[config.mk]
export PLATFORM = sky130hd
export DESIGN_NAME = brc_ctrl
export DESIGN_NICKNAME = d
export VERILOG_FILES = /design/src/brc_pkg.sv /design/src/brc_ctrl.sv /design/src/brc_settle.sv
export VERILOG_INCLUDE_DIRS = /design/src /design/src/src
export SDC_FILE = /design/constraint.sdc
export NUM_CORES = 1
export LEC_CHECK = 0
export ABC_AREA = 1
export BUFFER_PORTS_ARGS = -buffer_cell sky130_fd_sc_hd__buf_2
export CAP_MARGIN = 20
export CORE_UTILIZATION = 46
export DETAILED_ROUTE_END_ITERATION = 10
export GPL_ROUTABILITY_DRIVEN = 0
export GPL_TIMING_DRIVEN = 0
export PLACE_DENSITY = 0.76
export SLEW_MARGIN = 20
export SYNTH_ARGS = -nofsm -noshare
export SYNTH_HDL_FRONTEND = slang
export SYNTH_SLANG_ARGS = --single-unit
[constraint.sdc]
create_clock -name i_clk -period 1.65 [get_ports i_clk]
set_input_delay 0.2475 -clock i_clk [delete_from_list [all_inputs] [get_ports i_clk]]
set_output_delay 0.2475 -clock i_clk [all_outputs]
set_load 0.005 [all_outputs]
[src/brc_params.svh]
// constants for the brown-out and regulator control block
`ifndef BRC_PARAMS_SVH
`define BRC_PARAMS_SVH

// register byte addresses on the plain register port
`define BRC_ADDR_W              8
`define BRC_BOR_CTRL_ADDR       8'h00
`define BRC_VREG_CTRL_ADDR      8'h01
`define BRC_RDATA_IDLE          8'h00

// brownout_control field positions and reset values
`define BRC_SW_EN_BIT           7
`define BRC_FAST_START_BIT      6
`define BRC_READY_BIT           0
`define BRC_SW_EN_RST           1'h1
`define BRC_FAST_START_RST      1'h0

// regulator_control field positions and reset values
`define BRC_VREG_PM_BIT         1
`define BRC_VREG_RSVD_BIT       0
`define BRC_VREG_PM_RST         1'h0
`define BRC_VREG_RSVD_VAL       1'h1

// brownout_mode_cfg encodings
`define BRC_MODE_ALWAYS_ON      2'h3
`define BRC_MODE_OFF_IN_SLEEP   2'h2
`define BRC_MODE_SOFTWARE       2'h1
`define BRC_MODE_ALWAYS_OFF     2'h0
`define BRC_MODE_SYNC_RST       2'h3

// timing: settling time of the brown-out circuit
`define BRC_CLK_PERIOD_NS       4
`define BRC_SETTLE_NS           40
`define BRC_SETTLE_CYCLES       ((`BRC_SETTLE_NS + `BRC_CLK_PERIOD_NS - 1) / `BRC_CLK_PERIOD_NS)

`endif

[src/brc_pkg.sv]
// types shared by the brown-out and regulator control block
package brc_pkg;

    typedef logic [7:0] brc_byte_t;
    typedef logic [1:0] brc_mode_t;

    // ready-settling state machine
    typedef enum logic [1:0] {
        BRC_ST_OFF,
        BRC_ST_SETTLE,
        BRC_ST_READY
    } brc_settle_state_t;

endpackage : brc_pkg

[src/brc_ctrl.sv]
// brown-out reset mode control, fast-start and regulator sleep power mode registers
`timescale 1ns/1ns
`include "brc_params.svh"

module brc_ctrl #(
    parameter int SETTLE_CYCLES = `BRC_SETTLE_CYCLES
) (
    input  wire logic                  i_clk,
    input  wire logic                  i_rst,
    // plain register port
    input  wire logic [`BRC_ADDR_W-1:0] i_addr,
    input  wire brc_pkg::brc_byte_t    i_wdata,
    input  wire logic                  i_wr,
    input  wire logic                  i_rd,
    output brc_pkg::brc_byte_t         o_rdata,
    // non-volatile configuration field and core sleep state
    input  wire brc_pkg::brc_mode_t    i_brownout_mode_cfg,
    input  wire logic                  i_sleep,
    // controls to the analog circuits
    output logic                       o_brownout_reset_en,
    output logic                       o_bandgap_force_on,
    output logic                       o_regulator_sleep_power_mode,
    output logic                       o_regulator_low_power,
    output logic                       o_brownout_circuit_ready
);
    import brc_pkg::*;

    // synchroniser for the configuration field
    brc_mode_t mode_meta_ff;
    brc_mode_t mode_ff;

    // software-visible state
    logic      sw_brownout_enable_ff;
    logic      brownout_fast_start_ff;
    logic      regulator_sleep_power_mode_ff;
    brc_byte_t rdata_ff;

    // decoded accesses
    logic      wr_bor;
    logic      wr_vreg;
    logic      rd_bor;
    logic      rd_vreg;

    // derived controls
    logic      bor_en;
    logic      fast_start_live;
    logic      ready;

    brc_byte_t bor_view;
    brc_byte_t vreg_view;

    // the configuration field comes from non-volatile storage outside this clock;
    // reset to always-on so protection never lapses while the field is fetched
    always_ff @(posedge i_clk or posedge i_rst) begin
        if (i_rst) begin
            mode_meta_ff <= `BRC_MODE_SYNC_RST;
            mode_ff      <= `BRC_MODE_SYNC_RST;
        end else begin
            mode_meta_ff <= i_brownout_mode_cfg;
            mode_ff      <= mode_meta_ff;
        end
    end

    // address decode; unmapped writes are dropped
    always_comb begin
        wr_bor  = 1'b0;
        wr_vreg = 1'b0;
        rd_bor  = 1'b0;
        rd_vreg = 1'b0;
        if (i_addr == `BRC_BOR_CTRL_ADDR) begin
            wr_bor = i_wr;
            rd_bor = i_rd;
        end else if (i_addr == `BRC_VREG_CTRL_ADDR) begin
            wr_vreg = i_wr;
            rd_vreg = i_rd;
        end
    end

    // software brown-out enable: stored in every mode, only acts in mode 01
    always_ff @(posedge i_clk or posedge i_rst) begin
        if (i_rst) begin
            sw_brownout_enable_ff <= `BRC_SW_EN_RST;
        end else if (wr_bor) begin
            sw_brownout_enable_ff <= i_wdata[`BRC_SW_EN_BIT];
        end
    end

    // fast-start bit: stored in every mode, only acts in modes 10 and 01
    always_ff @(posedge i_clk or posedge i_rst) begin
        if (i_rst) begin
            brownout_fast_start_ff <= `BRC_FAST_START_RST;
        end else if (wr_bor) begin
            brownout_fast_start_ff <= i_wdata[`BRC_FAST_START_BIT];
        end
    end

    // regulator power mode; the reserved bit is not stored, so a careless
    // write of 0 there cannot disturb the regulator
    always_ff @(posedge i_clk or posedge i_rst) begin
        if (i_rst) begin
            regulator_sleep_power_mode_ff <= `BRC_VREG_PM_RST;
        end else if (wr_vreg) begin
            regulator_sleep_power_mode_ff <= i_wdata[`BRC_VREG_PM_BIT];
        end
    end

    // effective brown-out enable from mode, software bit and sleep
    always_comb begin
        case (mode_ff)
            `BRC_MODE_ALWAYS_ON:    bor_en = 1'b1;
            `BRC_MODE_OFF_IN_SLEEP: bor_en = !i_sleep;
            `BRC_MODE_SOFTWARE:     bor_en = sw_brownout_enable_ff;
            default:                bor_en = 1'b0;
        endcase
    end

    // band gap is held on only where fast start has meaning
    always_comb begin
        fast_start_live = (mode_ff == `BRC_MODE_OFF_IN_SLEEP) ||
                          (mode_ff == `BRC_MODE_SOFTWARE);
    end

    assign o_brownout_reset_en          = bor_en;
    assign o_bandgap_force_on           = fast_start_live && brownout_fast_start_ff;
    assign o_regulator_sleep_power_mode = regulator_sleep_power_mode_ff;
    // the low-power state only applies while the core sleeps; costs slower wake-up
    assign o_regulator_low_power        = regulator_sleep_power_mode_ff && i_sleep;

    // ready status: the analog settling time is unknown, so it is a count
    brc_settle #(
        .SETTLE_CYCLES (SETTLE_CYCLES)
    ) u_settle (
        .i_clk    (i_clk),
        .i_rst    (i_rst),
        .i_enable (bor_en),
        .o_ready  (ready)
    );

    assign o_brownout_circuit_ready = ready;

    // read views; unused positions are tied low, the reserved regulator_control bit reads high
    always_comb begin
        bor_view                        = `BRC_RDATA_IDLE;
        bor_view[`BRC_SW_EN_BIT]        = sw_brownout_enable_ff;
        bor_view[`BRC_FAST_START_BIT]   = brownout_fast_start_ff;
        bor_view[`BRC_READY_BIT]        = ready;
        vreg_view                       = `BRC_RDATA_IDLE;
        vreg_view[`BRC_VREG_PM_BIT]     = regulator_sleep_power_mode_ff;
        vreg_view[`BRC_VREG_RSVD_BIT]   = `BRC_VREG_RSVD_VAL;
    end

    // read data stand only in the cycle after the strobe; zero otherwise
    always_ff @(posedge i_clk or posedge i_rst) begin
        if (i_rst) begin
            rdata_ff <= `BRC_RDATA_IDLE;
        end else if (rd_bor) begin
            rdata_ff <= bor_view;
        end else if (rd_vreg) begin
            rdata_ff <= vreg_view;
        end else begin
            rdata_ff <= `BRC_RDATA_IDLE;
        end
    end

    assign o_rdata = rdata_ff;
endmodule : brc_ctrl

[src/brc_settle.sv]
// settling timer that turns the effective brown-out enable into the ready status
`timescale 1ns/1ns
`include "brc_params.svh"

module brc_settle #(
    parameter int SETTLE_CYCLES = `BRC_SETTLE_CYCLES
) (
    input  wire logic i_clk,
    input  wire logic i_rst,
    input  wire logic i_enable,
    output logic      o_ready
);
    import brc_pkg::*;

    localparam int CNT_W = (SETTLE_CYCLES > 1) ? $clog2(SETTLE_CYCLES) : 1;
    localparam logic [CNT_W-1:0] CNT_LAST = CNT_W'(SETTLE_CYCLES - 1);

    brc_settle_state_t state_ff;
    logic [CNT_W-1:0]  cnt_ff;

    // state: ready falls on the first edge after disable, rises only after the full settle count
    always_ff @(posedge i_clk or posedge i_rst) begin
        if (i_rst) begin
            state_ff <= BRC_ST_OFF;
        end else begin
            case (state_ff)
                BRC_ST_OFF: begin
                    if (i_enable) begin
                        state_ff <= BRC_ST_SETTLE;
                    end
                end
                BRC_ST_SETTLE: begin
                    if (!i_enable) begin
                        state_ff <= BRC_ST_OFF;
                    end else if (cnt_ff == CNT_LAST) begin
                        state_ff <= BRC_ST_READY;
                    end
                end
                BRC_ST_READY: begin
                    if (!i_enable) begin
                        state_ff <= BRC_ST_OFF;
                    end
                end
                default: begin
                    state_ff <= BRC_ST_OFF;
                end
            endcase
        end
    end

    // settle counter, restarted whenever the circuit is not settling
    always_ff @(posedge i_clk or posedge i_rst) begin
        if (i_rst) begin
            cnt_ff <= '0;
        end else if (state_ff == BRC_ST_SETTLE && i_enable) begin
            cnt_ff <= cnt_ff + CNT_W'(1);
        end else begin
            cnt_ff <= '0;
        end
    end

    assign o_ready = (state_ff == BRC_ST_READY);

endmodule : brc_settle

==> out/qor.txt, run 1 <==
critical-path cell list - inv_2, ha_4, nand2_2, nand3_2, nand2_2, inv_2, buf_6
global-route wire length before repair - 2.67 mm
Critical path buffers and inverters - 3
f_max - 0.595 GHz
fraction of registers with async set/reset - 100%
top cell type's share of synthesized area - 33.9%
Slew Limit Fails - 0
Static Leak - 0.643 nW
failing checks - setup timing
Final Setup Violations - 1
Root Driver - clkbuf_4
sequential share of power - 57.6%
Switching Share - 24.6%
WL/cell - 10.2 um
period utilization - 102%
drt pass-1 iters - 4
reg-to-reg endpoint - u_settle.cnt_ff[1]$_DFF_PP0_
num ports - 36
# port buffers - 26
Residual DRC - 0
worst reg2reg path depth - 7
initial antenna violation count - 0
share of layout cells above drive strength 1 - 46.8%
DRT iter0 DRCs - 11
number of global-route vias before repair - 671
diodes inserted - 0
Core Util, Final - 67.2%
worst path arrival time - 1.43 ns
Die Y - 45.9 um
internal power - 580 uW
CP Class - register to output port
Crit path max-delay family - flip-flops
chip width - 45.9 um
Yosys reg bits - 17
reg2reg setup slack - 0.22 ns
clock share of power - 28.0%
Slew HR - 57.7%
FP Rows - 15
worst-skew pair later-pin latency - 0.28 ns
Multi-input gate area - 407 um2
FF+latch area - 432 um2
Area contributors post-synth - dfrtp_1, dfstp_2, inv_1, ha_1, nand2_1
area leader, netlist - dfrtp_1
Setup Skew - 0.00185 ns
cts hold-fix bufs - 0
mean area per synthesized cell - 8.77 um2
Synth Flop Type - dfrtp_1
grt total ovfl - 0
synthesized cell area - 886 um2
Post-Syn Instances - 101
CORE AREA - 1760 um2
Layout area overhead - 33.9%
RSZ-0062 raised after global routing - yes
Die Area - 2110 um2
Routed Antenna Nets - 0
Worst setup EP type - output port
Vias - 706
routed wire length - 1.68 mm
Num Clock Sinks - 17
yosys warns - 0
worst setup margin - -0.0316 ns
Worst Hold Class - input port to asynchronous set/reset pin
dpl hpwl - 1.19 mm
status - finished, violations left
Worst setup SP type - register
most frequent cells after synthesis - inv_1, nand2_1, dfrtp_1, nor2_1, nand3_1
combinational power share - 14.4%
Clock Pin Slew Worst Setup and Hold Paths - 0.10 ns
Via density - 4.30
starting density of the core - 50.2%
Worst-Margin Slew - 0.633 ns
Max stage delay on crit path - 0.58 ns
total CTS buffers - 3
largest net degree at the start of global routing - 18
slowest CP cell - dfstp_2
Netlist cell types - 19
CTS tree - yes
final hold vios - 0
Power Dens Cells - 648 nW/um2
critical path required time - 1.40 ns
Max FO, Critical Path - 3
setup TNS - -0.0316 ns
worst r2r src - mode_ff[1]$_DFF_PP1_
Psw - 189 uW
nets@finish - 169
top-count cell post-synth - inv_1
worst setup path startpoint - mode_ff[1]$_DFF_PP1_
max cap viols - 0
CTS max path bufs - 2
VDD IR-drop max - 0.449 mV
gr usage total - 17.4%
sequential share of the synthesized area - 48.7%
EDFF count, synth - 0
Final min period - 1.68 ns
Fillers - 154
htree depth - 1
[how the worst max path moves through the flow]
stage	cells past startpoint	slack, ns	to
2_1_floorplan	6	0.39	o_brownout_reset_en
3_3_place_gp	7	0.24	o_brownout_reset_en
3_5_place_dp	7	0.22	o_brownout_reset_en
4_1_cts	7	-0.02	o_brownout_reset_en
5_1_grt	7	-0.1	o_brownout_reset_en
6_report	7	-0.03	o_brownout_reset_en
[cells by family (layout without fill, tap and decap cells)]
family | count (synthesis) | count (layout) | share of synthesized area (%)
xor gates and xnor gates | 2 | 2 | 1.98
buffers and inverters | 25 | 60 | 12.3
and+or+nand+nor | 48 | 48 | 26.7
other | 1 | 4 | 0.423
AOI/OAI and AO/OA | 2 | 2 | 1.41
DFF | 17 | 17 | 48.7
adders and majority gates | 6 | 6 | 8.47
[through the flow]
step	cell area, um2	power (mW)	hold WS (ns)	std cells	setup WS, ns
floorplan	897	0.494	0.170	104	0.385
global placement	1060	0.531	0.346	155	0.240
detailed placement	1060	0.535	0.350	155	0.224
CTS	1140	0.767	0.0462	161	-0.0197
global route	1190	0.808	0.0430	164	-0.0963
finish	1190	0.769	0.0353	164	-0.0316
[state kept, by name, summed over array words and instances (netlist names)]
signal,count
mode_meta_ff,2
o_rdata,4
sw_brownout_enable_ff,1
o_regulator_sleep_power_mode,1
brownout_fast_start_ff,1
u_settle.cnt_ff,4
mode_ff,2
u_settle.state_ff,2
[power groups by stage]
stage               registers (mW)  clock network (mW)  logic (mW)
floorplan                    0.447                   0      0.0471
global placement             0.448                   0      0.0822
detailed placement           0.450                   0      0.0855
CTS                          0.442               0.226      0.0985
global route                 0.444               0.238       0.126
finish                       0.443               0.215       0.111
[placed cells by master, fill, tap and decap left out]
cell / count
a21boi_0: 1
a21oi_1: 1
buf_2: 25
buf_4: 7
buf_6: 3
clkbuf_1: 1
clkbuf_4: 3
conb_1: 4
dfrtp_1: 12
dfstp_2: 5
ha_1: 3
ha_4: 3
inv_1: 18
inv_2: 3
nand2_1: 15
nand2_2: 7
nand3_1: 6
nand3_2: 1
nand4_1: 1
nor2_1: 9
nor2_2: 5
nor2_4: 2
nor3_1: 1
nor3_2: 1
xnor2_1: 1
xor2_1: 1
[final cells by class]
type,instances,area share (%)
Buffer,4,2.53
Inverter,21,6.65
Tap cell,25,2.64
Multi-Input combinational cell,62,34.3
Timing Repair Buffer,31,15.3
Sequential cell,17,36.4
Clock buffer,4,2.22
[layer usage]
metal	up-vias	part of all wire (%)	routed length (um)	GRT usage (%)
li1	365	-	-	-
met1	322	44	730	21.5
met3	0	3.8	63	3.57
met2	19	53	881	31.5
met4	0	0	0	1.76
met5	-	0	0	0
[repair_timing]
action | CTS | global route
resized for setup | 12 | 4
endpoints found under the hold margin | 0 | 0
setup endpoints to repair | 2 | 2
pin swaps | 5 | 3
buffers inserted | 2 | 3
Note: power is estimated with default switching activity, not from simulation.
==> inputs of run 2 (changes only) <==
--- a/config.mk
+++ b/config.mk
@@ -6,10 +6,9 @@
 export SDC_FILE = /design/constraint.sdc
 export NUM_CORES = 1
 export LEC_CHECK = 0
-export ABC_AREA = 1
 export BUFFER_PORTS_ARGS = -buffer_cell sky130_fd_sc_hd__buf_2
 export CAP_MARGIN = 20
-export CORE_UTILIZATION = 46
+export CORE_UTILIZATION = 45
 export DETAILED_ROUTE_END_ITERATION = 10
 export GPL_ROUTABILITY_DRIVEN = 0
 export GPL_TIMING_DRIVEN = 0
==> constraint.sdc (replaced) <==
create_clock -name i_clk -period 1.7 [get_ports i_clk]
set_input_delay 0.255 -clock i_clk [delete_from_list [all_inputs] [get_ports i_clk]]
set_output_delay 0.255 -clock i_clk [all_outputs]
set_load 0.005 [all_outputs]
==> out/qor.txt, run 2 <==
status - complete, no violations
mean area per synthesized cell - 12.0 um2
total CTS buffers - 3
num ports - 36
met3 WL - 49 um
cts hold-fix bufs - 0
Max stage delay on crit path - 0.59 ns
Psw - 178 uW
WL/cell - 11.8 um
pre-CTS setup slack - 0.272 ns
setup repair bufs after CTS - 0
largest net degree at the start of global routing - 18
sequential share of power - 59.0%
Worst setup SP type - register
Netlist cell types - 27
CTS tree - yes
area leader, netlist - dfrtp_1
Worst setup EP type - output port
Via density - 4.87
worst-skew pair later-pin latency - 0.28 ns
FF+latch area - 432 um2
Num Clock Sinks - 17
Post-Layout Inst Area - 1050 um2
chip width - 44.2 um
Static Leak - 0.547 nW
# port buffers - 26
setup TNS - 0 ns
CP Class - register to output port
Layout area overhead - 31.7%
grt total ovfl - 0
gr usage total - 14.4%
f_max - 0.597 GHz
period utilization - 98.6%
Residual DRC - 0
nets@finish - 130
Clock Pin Slew Worst Setup and Hold Paths - 0.10 ns
Slew HR - 57.8%
Top Layer Used - met3
Multi-input gate area - 397 um2
top-count cell post-synth - dfrtp_1
global-route wire length before repair - 2.08 mm
max cap viols - 0
final hold vios - 0
sequential share of the synthesized area - 53.9%
Critical path buffers and inverters - 2
worst setup margin - 0.0241 ns
total placed cells including tap cells - 112
RSZ-0062 raised after global routing - yes
combinational power share - 11.7%
CTS max path bufs - 2
top cell type's share of synthesized area - 37.5%
commonest cells after routing, fill and taps aside - buf_2, dfrtp_1, nor2_1
Switching Share - 24.4%
slowest CP cell - dfstp_2
fraction of registers with async set/reset - 100%
diodes inserted - 0
Worst-Margin Slew - 0.632 ns
yosys warns - 0
Area contributors post-synth - dfrtp_1, dfstp_2, ha_1, buf_4, nor2_1
Slew Limit Fails - 0
worst path arrival time - 1.42 ns
CORE AREA - 1580 um2
Crit path max-delay family - flip-flops
DRT iter0 DRCs - 6
synthesized cell area - 801 um2
final cell count without fillers - 116
drt pass-1 iters - 5
internal power - 551 uW
Setup Skew - 0.00569 ns
FP Rows - 14
Final Setup Violations - 0
starting density of the core - 50.8%
Fillers - 134
Routed Antenna Nets - 0
routed wire length - 1.36 mm
share of layout cells above drive strength 1 - 51.0%
most frequent cells after synthesis - dfrtp_1, nor2_1, ha_1, dfstp_2, inv_1
commonest non-fill, non-tap cell in the layout - buf_2
Die Y - 44.2 um
DP Area - 962 um2
Yosys reg bits - 17
Synth Flop Type - dfrtp_1
metal2 WL - 700 um
Post-Syn Instances - 67
clock share of power - 29.4%
Power Dens Cells - 692 nW/um2
Worst Hold Slack - 0.0320 ns
Routed met1 length - 613 um
Vias - 565
initial antenna violation count - 0
dpl hpwl - 1.03 mm
Die Area - 1950 um2
critical-path cell list - ha_1, inv_1, a31oi_4, buf_2
Worst Hold Class - input port to asynchronous set/reset pin
EDFF count, synth - 0
number of global-route vias before repair - 523
Final min period - 1.68 ns
htree depth - 1
critical path required time - 1.44 ns
Root Driver - clkbuf_4
Max FO, Critical Path - 3
VDD IR-drop max - 0.507 mV
[run 2: final cells by class]
| cell class | instances | area share (%) |
|---|---|---|
| well taps | 16 | 1.90 |
| inverters | 5 | 1.78 |
| plain buffers | 4 | 2.85 |
| flip-flops and latches | 17 | 40.9 |
| clock inverters | 1 | 0.474 |
| clock buffers | 3 | 2.14 |
| multi-input cells | 44 | 37.6 |
| repair buffers | 26 | 12.3 |
[run 2: kinds of logic (layout without fill, tap and decap cells)]
kind of cell | Yosys count | count (layout) | synth area share, %
AO/OA/AOI/OAI | 3 | 3 | 2.97
adder cells (fa/ha/maj) | 6 | 6 | 9.37
flip-flops | 17 | 17 | 53.9
AND/OR/NAND/NOR | 26 | 26 | 20.8
XOR/XNOR | 2 | 2 | 2.19
other | 1 | 4 | 0.468
multiplexers | 3 | 3 | 4.22
buffers and inverters | 9 | 39 | 6.09
[run 2: power groups by stage]
| stage | Clock (mW) | Sequential, mW | Combinational [mW] |
|---|---|---|---|
| floorplan | 0 | 0.433 | 0.0369 |
| global placement | 0 | 0.435 | 0.0689 |
| detailed placement | 0 | 0.436 | 0.0710 |
| CTS | 0.222 | 0.428 | 0.0732 |
| global route | 0.236 | 0.432 | 0.0946 |
| finish | 0.214 | 0.430 | 0.0852 |
[run 2: layer usage]
layer  global-route usage [%]  vias up
met5                        0        -
met3                     3.67        0
met4                     5.45        0
met2                     22.1       14
li1                         -      280
met1                     19.7      271
[run 2: worst paths after layout]
path,end,startpoint,depth (start not counted),slack (ns)
max,o_brownout_reset_en,mode_ff[0]$_DFF_PP1_,4,0.02
min,o_rdata[1]$_DFF_PP0_,i_rst,2,0.03
max reg2reg,u_settle.cnt_ff[2]$_DFF_PP0_,mode_ff[1]$_DFF_PP1_,4,0.32
min reg2reg,mode_ff[0]$_DFF_PP1_,mode_meta_ff[0]$_DFF_PP1_,0,0.36
max in group asynchronous,u_settle.state_ff[0]$_DFFE_PP0P_,i_rst,2,1.26
min in group i_clk,mode_meta_ff[1]$_DFF_PP1_,i_brownout_mode_cfg[1],1,0.06
[run 2: repair_timing]
item	4_1_cts	5_1_grt
resized for setup	3	10
cloned	0	0
hold endpoints to repair	0	0
setup endpoints to repair	2	2
pin swaps	1	2
[run 2: per-stage QoR]
| step | total power [mW] | util, % |
|---|---|---|
| after floorplan | 0.470 | - |
| after global placement | 0.504 | 61.0 |
| after detailed placement | 0.507 | 61.0 |
| after CTS | 0.724 | 63.3 |
| after global routing | 0.762 | 66.9 |
| final | 0.730 | 66.9 |
==> inputs of run 3 (changes only) <==
--- a/config.mk
+++ b/config.mk
@@ -8,11 +8,12 @@
 export LEC_CHECK = 0
 export BUFFER_PORTS_ARGS = -buffer_cell sky130_fd_sc_hd__buf_2
 export CAP_MARGIN = 20
-export CORE_UTILIZATION = 45
+export CORE_UTILIZATION = 47
+export CTS_BUF_LIST = sky130_fd_sc_hd__clkbuf_4 sky130_fd_sc_hd__clkbuf_8
 export DETAILED_ROUTE_END_ITERATION = 10
 export GPL_ROUTABILITY_DRIVEN = 0
 export GPL_TIMING_DRIVEN = 0
-export PLACE_DENSITY = 0.76
+export PLACE_DENSITY = 0.79
 export SLEW_MARGIN = 20
 export SYNTH_ARGS = -nofsm -noshare
 export SYNTH_HDL_FRONTEND = slang
==> out/qor.txt, run 3 (synthesis results as in run 2) <==
Worst setup SP type - register
CTS max path bufs - 2
max cap viols - 0
share of layout cells above drive strength 1 - 52.4%
initial antenna violation count - 0
Setup Skew - 0.00558 ns
number of global-route vias before repair - 587
Residual DRC - 0
critical path required time - 1.44 ns
Via density - 4.95
met2 Resource Use GR - 30.7%
gr usage total - 18.8%
DRT iter0 DRCs - 7
Power Dens Cells - 706 nW/um2
commonest cells after routing, fill and taps aside - buf_2, dfrtp_1, nor2_1
Worst setup EP type - output port
Root Driver - clkbuf_4
largest net degree at the start of global routing - 18
status - complete, no violations
CP Class - register to output port
Final min period - 1.67 ns
total CTS buffers - 3
htree depth - 1
period utilization - 98.5%
Slew Limit Fails - 0
Worst-Margin Slew - 0.626 ns
worst path arrival time - 1.42 ns
Power, Total - 753 uW
starting density of the core - 51.9%
nets@finish - 133
met3 usage - 8.09%
WL/cell - 12.4 um
routed wire length - 1.48 mm
Die Y - 43.3 um
Vias - 589
global-route wire length before repair - 2.49 mm
f_max - 0.597 GHz
worst r2r src - mode_ff[1]$_DFF_PP1_
Num Clock Sinks - 17
RSZ-0062 raised after global routing - yes
DP Area - 962 um2
Static Leak - 0.560 nW
FP Rows - 14
VDD IR-drop max - 0.518 mV
# port buffers - 26
Final Setup Violations - 0
CTS tree - yes
Max FO, Critical Path - 3
Post-Layout Inst Area - 1070 um2
Layout area overhead - 33.1%
worst reg2reg path depth - 6
cts hold-fix bufs - 0
worst setup path startpoint - mode_ff[0]$_DFF_PP1_
busiest grt layer - met2
Slew HR - 58.3%
Routed Antenna Nets - 0
diodes inserted - 0
Clock Pin Slew Worst Setup and Hold Paths - 0.10 ns
commonest non-fill, non-tap cell in the layout - buf_2
chip width - 43.3 um
final hold vios - 0
CORE AREA - 1540 um2
worst-skew pair later-pin latency - 0.30 ns
reg-to-reg endpoint - u_settle.cnt_ff[3]$_DFF_PP0_
grt total ovfl - 0
Worst Hold Class - input port to asynchronous set/reset pin
dpl hpwl - 1.08 mm
drt pass-1 iters - 2
num ports - 36
reg2reg setup slack - 0.15 ns
GRT met1 Usage - 21.2%
Die Area - 1870 um2
[run 3: worst max path at each step]
| stage | end | slack (ns) |
|---|---|---|
| floorplan | u_settle.cnt_ff[2]$_DFF_PP0_ | 0.44 |
| global placement | o_brownout_reset_en | 0.29 |
| detailed placement | o_brownout_reset_en | 0.26 |
| CTS | o_bandgap_force_on | 0.003 |
| global route | o_brownout_reset_en | -0.02 |
| finish | o_brownout_reset_en | 0.03 |
[run 3: where the power goes]
group / switching [mW] / total, mW / leakage (nW) / internal [mW]
Clock: 0.127 / 0.234 / 0.0184 / 0.107
Sequential: 0.00882 / 0.429 / 0.218 / 0.420
Combinational: 0.0419 / 0.0895 / 0.323 / 0.0476
[run 3: per-layer routing]
layer	vias up	wire, um
li1	285	-
met5	-	0
met1	280	583
met4	0	27
met2	19	784
met3	5	82
[run 3: repair_timing]
action                     4_1_cts  5_1_grt
pin swaps                        1        1
buffers inserted                 3        0
setup endpoints to repair        2        6
gates resized for setup          7        5
[run 3: worst max-delay path, cell delays in order, from the launching register on]
cell     delay (ns)
dfstp_2        0.57
ha_2           0.18
nand2_2        0.07
a31oi_4        0.17
buf_2          0.14
[run 3: metrics by stage]
| stage | setup TNS [ns] | hold slack, ns | utilization [%] | setup WS, ns | std cells |
|---|---|---|---|---|---|
| final | 0 | 0.0194 | 69.2 | 0.0255 | 119 |
| after floorplan | 0 | 0.177 | - | 0.439 | 70 |
| after detailed placement | 0 | 0.351 | 62.4 | 0.256 | 112 |
| after CTS | 0 | 0.0429 | 67.5 | 0.00348 | 119 |
| after global routing | -0.0237 | 0.0343 | 69.2 | -0.0193 | 119 |
| after global placement | 0 | 0.346 | 62.4 | 0.285 | 112 |
[run 3: layout make-up]
class,count,area (um2)
repair buffers,29,159
inverters,5,18.8
fillers,120,475
clock buffers,4,30.0
multi-input cells,44,377
plain buffers,4,30.0
well taps,16,20.0
flip-flops and latches,17,432
